<file path="src/verilog/fsc_pkg.sv">
package fsc_pkg;
    // clock and sample rates set the folding factor
    localparam int CLK_HZ     = 25000000;
    localparam int SAMPLE_HZ  = 12500000;
    localparam int FOLD       = CLK_HZ / SAMPLE_HZ;
    // datapath shape
    localparam int DW         = 8;
    localparam int CW         = 8;
    localparam int TAPS       = 4;
    localparam int CPW        = 2;
    localparam int WIRES      = 3;
    localparam int FIFO_DEPTH = 8;
    localparam int CHW        = (CPW > 1) ? $clog2(CPW) : 1;
    localparam int AW         = $clog2(TAPS);
    // result slice: drop the duplicated sign bit of the signed product
    localparam int RESULT_MSB = DW + CW - 2;
    // reset values
    localparam logic [CW-1:0] COEF_RESET = 8'h00;
    // error codes on the result stream
    localparam logic [1:0] ERR_NONE   = 2'h0;
    localparam logic [1:0] ERR_NO_SOP = 2'h1;
    localparam logic [1:0] ERR_NO_EOP = 2'h2;
    localparam logic [1:0] ERR_BAD    = 2'h3;

    // one result beat: all wires of one time slot
    typedef struct packed {
        logic [WIRES*DW-1:0] data;
        logic [CHW-1:0]      chan;
        logic                sop;
        logic                eop;
    } fsc_beat_t;

    // group tracker on the outgoing stream
    typedef enum logic [0:0] {
        TRK_IDLE,
        TRK_GROUP
    } fsc_trk_t;
endpackage

</file>
<file path="src/verilog/fsc_fir_stream.sv">
`timescale 1ns/1ps
// Functional notes
// - channel index output names the per-wire channel slot of the current result
// - wire zero results sit in the lowest data bits, next wires above
// - start marker high exactly when channel 0 result is shown
// - end marker high when last channel of a wire is shown
// - two-bit error: none, missing start, missing end, unexpected end or other
// - coefficient output returns memory content at the addressed location
// - read-valid marks cycles where coefficient output holds a true read
// - one multiplier set per wire reused over clock-to-sample-ratio cycles per sample
// - serializer before shared arithmetic, deserializer after it
// - result valid high only while valid result data is presented

module fsc_fifo #(
    parameter int WIDTH = 8,
    parameter int DEPTH = 8
) (
    // clock and reset
    input  wire logic                     clk,
    input  wire logic                     rstn,
    // fill side
    input  wire logic                     inValid,
    input  wire logic [WIDTH-1:0]         inData,
    output      logic                     inReady,
    // drain side
    output      logic                     outValid,
    output      logic [WIDTH-1:0]         outData,
    input  wire logic                     outReady,
    // fill level
    output      logic [$clog2(DEPTH):0]   level
);
    localparam int PW = $clog2(DEPTH);

    // refuse at elaboration a depth that the pointer wrap cannot serve
    if (DEPTH < 2 || (1 << PW) != DEPTH)
        $error("fifo depth must be a power of two");

    logic [WIDTH-1:0] mem [DEPTH];
    logic [PW-1:0]    wrPtr;
    logic [PW-1:0]    rdPtr;
    logic [PW:0]      count;
    logic [PW-1:0]    next_wrPtr;
    logic [PW-1:0]    next_rdPtr;
    logic [PW:0]      next_count;
    logic             push;
    logic             pop;

    // full and empty come straight from the count
    assign inReady  = (count != (PW+1)'(DEPTH));
    assign outValid = (count != '0);
    assign outData  = mem[rdPtr];
    assign level    = count;

    // pointer and count updates
    always_comb
    begin
        push       = inValid && inReady;
        pop        = outValid && outReady;
        next_wrPtr = push ? wrPtr + 1'b1 : wrPtr;
        next_rdPtr = pop ? rdPtr + 1'b1 : rdPtr;
        next_count = count;
        if (push && !pop)
            next_count = count + 1'b1;
        else if (pop && !push)
            next_count = count - 1'b1;
    end

    always_ff @(posedge clk or negedge rstn)
    begin
        if (!rstn)
        begin
            wrPtr <= '0;
            rdPtr <= '0;
            count <= '0;
        end
        else
        begin
            wrPtr <= next_wrPtr;
            rdPtr <= next_rdPtr;
            count <= next_count;
        end
    end

    // storage needs no reset: nothing reads a slot before it is written
    always_ff @(posedge clk)
    begin
        if (push)
            mem[wrPtr] <= inData;
    end
endmodule

module fsc_fir_stream #(
    parameter int DW    = fsc_pkg::DW,
    parameter int CW    = fsc_pkg::CW,
    parameter int TAPS  = fsc_pkg::TAPS,
    parameter int CPW   = fsc_pkg::CPW,
    parameter int WIRES = fsc_pkg::WIRES,
    parameter int FOLD  = fsc_pkg::FOLD
) (
    // clock and reset
    input  wire logic                       clk,
    input  wire logic                       resetn,
    // sample frames: all channels of one sample period
    input  wire logic                       sinkValid,
    input  wire logic [WIRES*CPW*DW-1:0]    sinkData,
    output      logic                       sinkReady,
    // result stream
    input  wire logic                       sourceReady,
    output      logic                       sourceValid,
    output      logic [fsc_pkg::CHW-1:0]    sourceChannel,
    output      logic [WIRES*DW-1:0]        sourceData,
    output      logic                       sourceSop,
    output      logic                       sourceEop,
    output      logic [1:0]                 sourceError,
    // coefficient port
    input  wire logic [fsc_pkg::AW-1:0]     coefAddr,
    input  wire logic                       coefWe,
    input  wire logic [CW-1:0]              coefInData,
    output      logic                       coefOutValid,
    output      logic [CW-1:0]              coefOutData
);
    localparam int SW   = (FOLD > 1) ? $clog2(FOLD) : 1;
    localparam int ACCW = DW + CW + fsc_pkg::AW;
    localparam int NCH  = WIRES * CPW;
    localparam int LW   = $clog2(fsc_pkg::FIFO_DEPTH) + 1;

    // refuse at elaboration shapes that the shared beat type and slot counter cannot carry
    if (CPW < 1 || CPW > FOLD || TAPS < 2 || WIRES * DW != $bits(fsc_pkg::fsc_beat_t) - fsc_pkg::CHW - 2
        || DW != fsc_pkg::DW || CW != fsc_pkg::CW || TAPS != fsc_pkg::TAPS || CPW != fsc_pkg::CPW)
        $error("fir stream parameters cannot be served");

    // lane k of a packed vector of samples
    function automatic logic signed [DW-1:0] lane(input logic [NCH*DW-1:0] v, input int k);
        return v[k*DW +: DW];
    endfunction

    // reset release through two flops
    logic rstMeta;
    logic rstn;
    always_ff @(posedge clk or negedge resetn)
    begin
        if (!resetn)
        begin
            rstMeta <= 1'b0;
            rstn    <= 1'b0;
        end
        else
        begin
            rstMeta <= 1'b1;
            rstn    <= rstMeta;
        end
    end

    // period state, staging, coefficients and history
    logic [SW-1:0]           slot;
    logic                    busy;
    logic                    stageFull;
    logic [NCH*DW-1:0]       stage;
    logic [NCH*DW-1:0]       work;
    logic signed [CW-1:0]    coef [TAPS];
    logic signed [DW-1:0]    hist [NCH][TAPS-1];
    logic [SW-1:0]           next_slot;
    logic                    next_busy;
    logic                    next_stageFull;
    logic [NCH*DW-1:0]       next_stage;
    logic [NCH*DW-1:0]       next_work;
    logic signed [CW-1:0]    next_coef [TAPS];
    logic signed [DW-1:0]    next_hist [NCH][TAPS-1];
    logic                    next_coefOutValid;
    logic [CW-1:0]           next_coefOutData;
    logic                    take;
    logic                    load;
    logic                    fifoPush;
    logic                    fifoReady;
    logic [LW-1:0]           fifoLevel;
    fsc_pkg::fsc_beat_t      pushBeat;
    logic signed [ACCW-1:0]  acc;

    // frames wait in the stage; a period starts only with room for all its beats
    always_comb
    begin
        take           = sinkValid && sinkReady;
        next_slot      = (slot == SW'(FOLD - 1)) ? '0 : slot + 1'b1;
        load           = stageFull && (slot == SW'(FOLD - 1))
                         && (int'(fifoLevel) + int'(fifoPush) <= fsc_pkg::FIFO_DEPTH - CPW);
        next_busy      = (slot == SW'(FOLD - 1)) ? load : busy;
        next_stageFull = (stageFull && !load) || take;
        next_stage     = take ? sinkData : stage;
        next_work      = load ? stage : work;
    end

    // serializer feeds one channel slot per cycle into the shared taps
    always_comb
    begin
        next_hist = hist;
        pushBeat  = '0;
        acc       = '0;
        fifoPush  = busy && (int'(slot) < CPW);
        for (int w = 0; w < WIRES; w++)
        begin
            for (int s = 0; s < CPW; s++)
            begin
                if (int'(slot) == s)
                begin
                    acc = ACCW'(lane(work, w*CPW + s)) * ACCW'(coef[0]);
                    for (int t = 1; t < TAPS; t++)
                        acc = acc + ACCW'(hist[w*CPW + s][t-1]) * ACCW'(coef[t]);
                    pushBeat.data[w*DW +: DW] = acc[fsc_pkg::RESULT_MSB -: DW];
                    if (fifoPush)
                    begin
                        next_hist[w*CPW + s][0] = lane(work, w*CPW + s);
                        for (int t = 1; t < TAPS - 1; t++)
                            next_hist[w*CPW + s][t] = hist[w*CPW + s][t-1];
                    end
                end
            end
        end
        pushBeat.chan = fsc_pkg::CHW'(slot);
        pushBeat.sop  = (slot == '0);
        pushBeat.eop  = (int'(slot) == CPW - 1);
    end

    // coefficient memory: a write shows on the read side one cycle later
    always_comb
    begin
        next_coef = coef;
        if (coefWe)
            next_coef[coefAddr] = coefInData;
        next_coefOutData  = coef[coefAddr];
        next_coefOutValid = !coefWe;
    end

    always_ff @(posedge clk or negedge rstn)
    begin
        if (!rstn)
        begin
            slot         <= '0;
            busy         <= 1'b0;
            stageFull    <= 1'b0;
            sinkReady    <= 1'b0;
            stage        <= '0;
            work         <= '0;
            coefOutValid <= 1'b0;
            coefOutData  <= '0;
            for (int i = 0; i < TAPS; i++)
                coef[i] <= fsc_pkg::COEF_RESET;
            for (int c = 0; c < NCH; c++)
                for (int t = 0; t < TAPS - 1; t++)
                    hist[c][t] <= '0;
        end
        else
        begin
            slot         <= next_slot;
            busy         <= next_busy;
            stageFull    <= next_stageFull;
            sinkReady    <= !next_stageFull;
            stage        <= next_stage;
            work         <= next_work;
            coefOutValid <= next_coefOutValid;
            coefOutData  <= next_coefOutData;
            coef         <= next_coef;
            hist         <= next_hist;
        end
    end

    // deserializer: results queue here so a slow consumer stalls new periods
    fsc_pkg::fsc_beat_t fifoOut;
    logic               fifoOutValid;
    logic               pop;

    fsc_fifo #(
        .WIDTH ($bits(fsc_pkg::fsc_beat_t)),
        .DEPTH (fsc_pkg::FIFO_DEPTH)
    ) resultFifo (
        .clk      (clk),
        .rstn     (rstn),
        .inValid  (fifoPush),
        .inData   (pushBeat),
        .inReady  (fifoReady),
        .outValid (fifoOutValid),
        .outData  (fifoOut),
        .outReady (pop),
        .level    (fifoLevel)
    );

    // output stage and group tracker; the error code rides with its beat
    fsc_pkg::fsc_trk_t  trk;
    fsc_pkg::fsc_trk_t  next_trk;
    logic               next_sourceValid;
    logic [1:0]         next_sourceError;
    fsc_pkg::fsc_beat_t outBeat;
    fsc_pkg::fsc_beat_t next_outBeat;

    always_comb
    begin
        pop              = fifoOutValid && (!sourceValid || sourceReady);
        next_sourceValid = pop || (sourceValid && !sourceReady);
        next_outBeat     = pop ? fifoOut : outBeat;
        next_sourceError = pop ? fsc_pkg::ERR_NONE : sourceError;
        next_trk         = trk;
        if (pop)
        begin
            case (trk)
                fsc_pkg::TRK_IDLE:
                    if (!fifoOut.sop)
                        next_sourceError = fsc_pkg::ERR_NO_SOP;
                fsc_pkg::TRK_GROUP:
                    if (fifoOut.sop)
                        next_sourceError = fsc_pkg::ERR_NO_EOP;
                default:
                    next_sourceError = fsc_pkg::ERR_BAD;
            endcase
            if (fifoOut.eop != (int'(fifoOut.chan) == CPW - 1))
                next_sourceError = fsc_pkg::ERR_BAD;
            next_trk = fifoOut.eop ? fsc_pkg::TRK_IDLE : fsc_pkg::TRK_GROUP;
        end
    end

    always_ff @(posedge clk or negedge rstn)
    begin
        if (!rstn)
        begin
            trk         <= fsc_pkg::TRK_IDLE;
            sourceValid <= 1'b0;
            sourceError <= fsc_pkg::ERR_NONE;
            outBeat     <= '0;
        end
        else
        begin
            trk         <= next_trk;
            sourceValid <= next_sourceValid;
            sourceError <= next_sourceError;
            outBeat     <= next_outBeat;
        end
    end

    // outputs are fields of the registered beat
    assign sourceData    = outBeat.data;
    assign sourceChannel = outBeat.chan;
    assign sourceSop     = outBeat.sop;
    assign sourceEop     = outBeat.eop;
endmodule

</file>
<file path="config.mk">
export PLATFORM = sky130hd
export DESIGN_NAME = fsc_fir_stream
export DESIGN_NICKNAME = d
export VERILOG_FILES = /design/src/verilog/fsc_pkg.sv /design/src/verilog/fsc_fir_stream.sv
export SDC_FILE = /design/constraint.sdc
export NUM_CORES = 2
export LEC_CHECK = 0
export ABC_AREA = 1
export BUFFER_PORTS_ARGS = -buffer_cell sky130_fd_sc_hd__buf_2
export CAP_MARGIN = 20
export CORE_ASPECT_RATIO = 1.4
export CORE_MARGIN = 4
export CORE_UTILIZATION = 55
export CTS_CLUSTER_DIAMETER = 50
export DETAILED_ROUTE_END_ITERATION = 6
export PLACE_DENSITY = 0.71
export SETUP_SLACK_MARGIN = 0.15
export SYNTH_ARGS = -nofsm -noshare
export SYNTH_HDL_FRONTEND = slang
export SYNTH_HIERARCHICAL = 1
export SYNTH_SLANG_ARGS = --single-unit
</file>
<file path="constraint.sdc">
create_clock -name clk -period 14.5 [get_ports clk]
set_clock_uncertainty 0.2 [all_clocks]
set_input_delay 2.9 -clock clk [delete_from_list [all_inputs] [get_ports clk]]
set_output_delay 2.9 -clock clk [all_outputs]
set_load 0.1 [all_outputs]
</file>
==> results.toml <==
[outcome]
outcome = "finished clean"

[layout]
layout-drive-gt1-share_pct = 4.99
areaGrowthSynthToFinish_pct = 5.15
nNetsFinal = 11782
final_common_cell = "inv_1"
layout_common_cells = "inv_1, nand2_1, fa_1, ha_1, dfrtp_1"

[setup_path]
worstPathMaxFanout = 11
critPathArrivalTime_ns = 8.77
critPathKind = "reg -> reg"
crit_required_ns = 14.62
r2r_cells = 23
reg2reg_to = "resultFifo/mem[1][22]"
r2r_start = "hist[39]"
rrSetupSlack_ns = 5.85
startpoint = "hist[39]"
endpoint_kind = "flop"
critPathLaunchType = "flop"
crit_end = "resultFifo/mem[1][22]"

[grt]
grt_usage_pct = 30.0
grt_pass1_vias = 66036
grt_pass1_wl_um = 359000
antenna_found_initial = 5
grt_max_degree = 110
grt_overflow = 0

[floorplan]
ios = 103
die_area_um2 = 157000
die_w_um = 336
rows = 168
core_um2 = 150000
start_util_pct = 55.4
chipHeight_um = 467

[route]
vias = 60440
drt-pass1-iter-count = 6
drt_wl_total_um = 224000
routed_via_density = 5.21
remaining_drc_errors = 0
dr.first_iter.drc_count = 4322
ant_nets = 0
wl_per_cell_um = 19.3

[timing]
finalCritPeriodShare_pct = 59.6
fmax_mhz = 116
hold_violations = 0
setup_violations = 0
finalSetupTns_ns = 0
slew_headroom_pct = 27.7
fin_hold_ws_ns = 0.147
rsz0062_at_grt = "no"
tightest_slew_ns = 1.08
final-max-slew-violation-count = 0
period_needed_ns = 8.65

[synth]
syn_avg_cell_area_um2 = 8.45
synth_top_cell_area_share_pct = 39.1
syn_area_um2 = 82800
ys_seq_elements = 544
async_flop_share_pct = 60.3
synth_fp_nets = 12005
synth-edff-count = 216
synthFlopType = "dfrtp_1"
ys_warn_count = 6
synth_sequential_area_ratio_pct = 17.7
yosys.area.top_type = "fa_1"
synthCells = 9803
synth_area_leaders = "fa_1, inv_1, nand2_1, dfrtp_1, ha_1"
ys_types = 51

[clocking]
cts_resized = 0
htreeDepth = 3
cts_setup_buffers = 0
cts_tree = "yes"
clock_sinks = 544
holdBufCountCts = 0
clock_latency_ns = 0.73
cts-root-buf = "clkbuf_16"
numCtsBuffers = 80
clock_tree.buffer_depth = 3
clkTransAtPathRegs_ns = 0.05

[place]
dp_hpwl_um = 176000
io_buffer_count = 102
place_congestion = 0.946

[min_path]
hold_path.class = "reg -> reg"

[run]
maxCapViolCount = 0
-- cells by family (layout without fill, tap and decap cells) --
logic type / after synthesis / count (layout) / share of synthesized area, %
muxes: 67 / 67 / 0.911
xor gates and xnor gates: 127 / 127 / 1.34
adders and majority gates: 2139 / 2139 / 46.9
other: 1 / 6 / 0.00453
buffers and inverters: 3476 / 3319 / 16.0
AOI/OAI and AO/OA: 492 / 492 / 3.15
DFF: 544 / 544 / 17.7
and+or+nand+nor: 2957 / 2957 / 13.9
-- final cells by class --
class	instances	area, µm²
fillers	13164	62600
multi-input cells	5783	54900
flip-flops and latches	544	14700
inverters	3004	11300
well taps	1955	2450
clock buffers	93	2070
repair buffers	167	998
clock inverters	55	629
diodes	5	12.5
-- Yosys cell counts, types with 12 or more instances --
master,count
mux2_2,67
ha_1,523
nand4_1,14
a21oi_1,84
or2_2,40
clkbuf_2,21
fa_1,1616
nand3b_1,17
nor2_1,231
clkbuf_1,344
dfrtp_1,328
nand3_1,127
xnor2_1,66
edfxtp_1,216
o21ai_1,60
o21ai_0,293
inv_1,2988
nand2_1,2504
xor2_1,61
inv_2,12
buf_1,28
buf_2,61
-- routing by layer --
metal | up-vias | GRT usage, % | wire length (µm)
met3 | 593 | 5.55 | 18200
li1 | 27213 | - | -
met2 | 2407 | 50.8 | 110000
met1 | 30227 | 35.6 | 79600
met5 | - | 0 | 0
met4 | 0 | 18.3 | 16600
-- worst min path at each step --
| stage | from | end | slack, ns | depth (start not counted) |
|---|---|---|---|---|
| after floorplan | rstMeta | rstn | 0.13 | 0 |
| after global placement | rstMeta | rstn | 0.14 | 0 |
| after detailed placement | rstMeta | rstn | 0.14 | 0 |
| after CTS | rstMeta | rstn | 0.15 | 0 |
| after global routing | rstMeta | rstn | 0.15 | 0 |
| final | rstMeta | rstn | 0.15 | 0 |
-- flip-flops by register name (all words and copies together) (netlist names), 3 cells and up, named ones only --
| name | cells |
|---|---|
| coef | 32 |
| coefOutData | 8 |
| hist | 144 |
| resultFifo/level | 4 |
| resultFifo/mem | 216 |
| resultFifo/rdPtr | 3 |
| resultFifo/wrPtr | 3 |
| sourceData | 24 |
| stage | 48 |
| work | 48 |
-- per-stage QoR --
step                      std cells  instance area [µm²]  worst slack (ns)  utilization (%)
after floorplan                9803                82800              4.48                -
after global placement        11453                84400              6.02             56.4
after detailed placement      11453                84400              5.95             56.4
after CTS                     11601                87100              5.93             58.2
after global routing          11602                87100              5.69             58.2
final                         11606                87100              5.85             58.2
-- worst max-delay path, stage by stage, from the launching register on --
cell and delay (ns):
dfrtp_1 0.83, nand2_1 0.67, fa_1 0.70, inv_1 0.05
fa_1 0.49, inv_1 0.05, fa_1 0.47, inv_1 0.05
fa_1 0.48, fa_1 0.59, fa_1 0.45, fa_1 0.49
inv_1 0.05, fa_1 0.47, inv_1 0.04, ha_1 0.33
nand2_1 0.09, inv_1 0.05, a221oi_1 0.25, o21ai_1 0.19
nand2_1 0.11, nand2_1 0.08, o21ai_0 0.60, o21ai_0 0.46
Power is left out: the tool's default activity adds up to more than one toggle a clock period on the data nets, which glitch-free logic cannot reach.
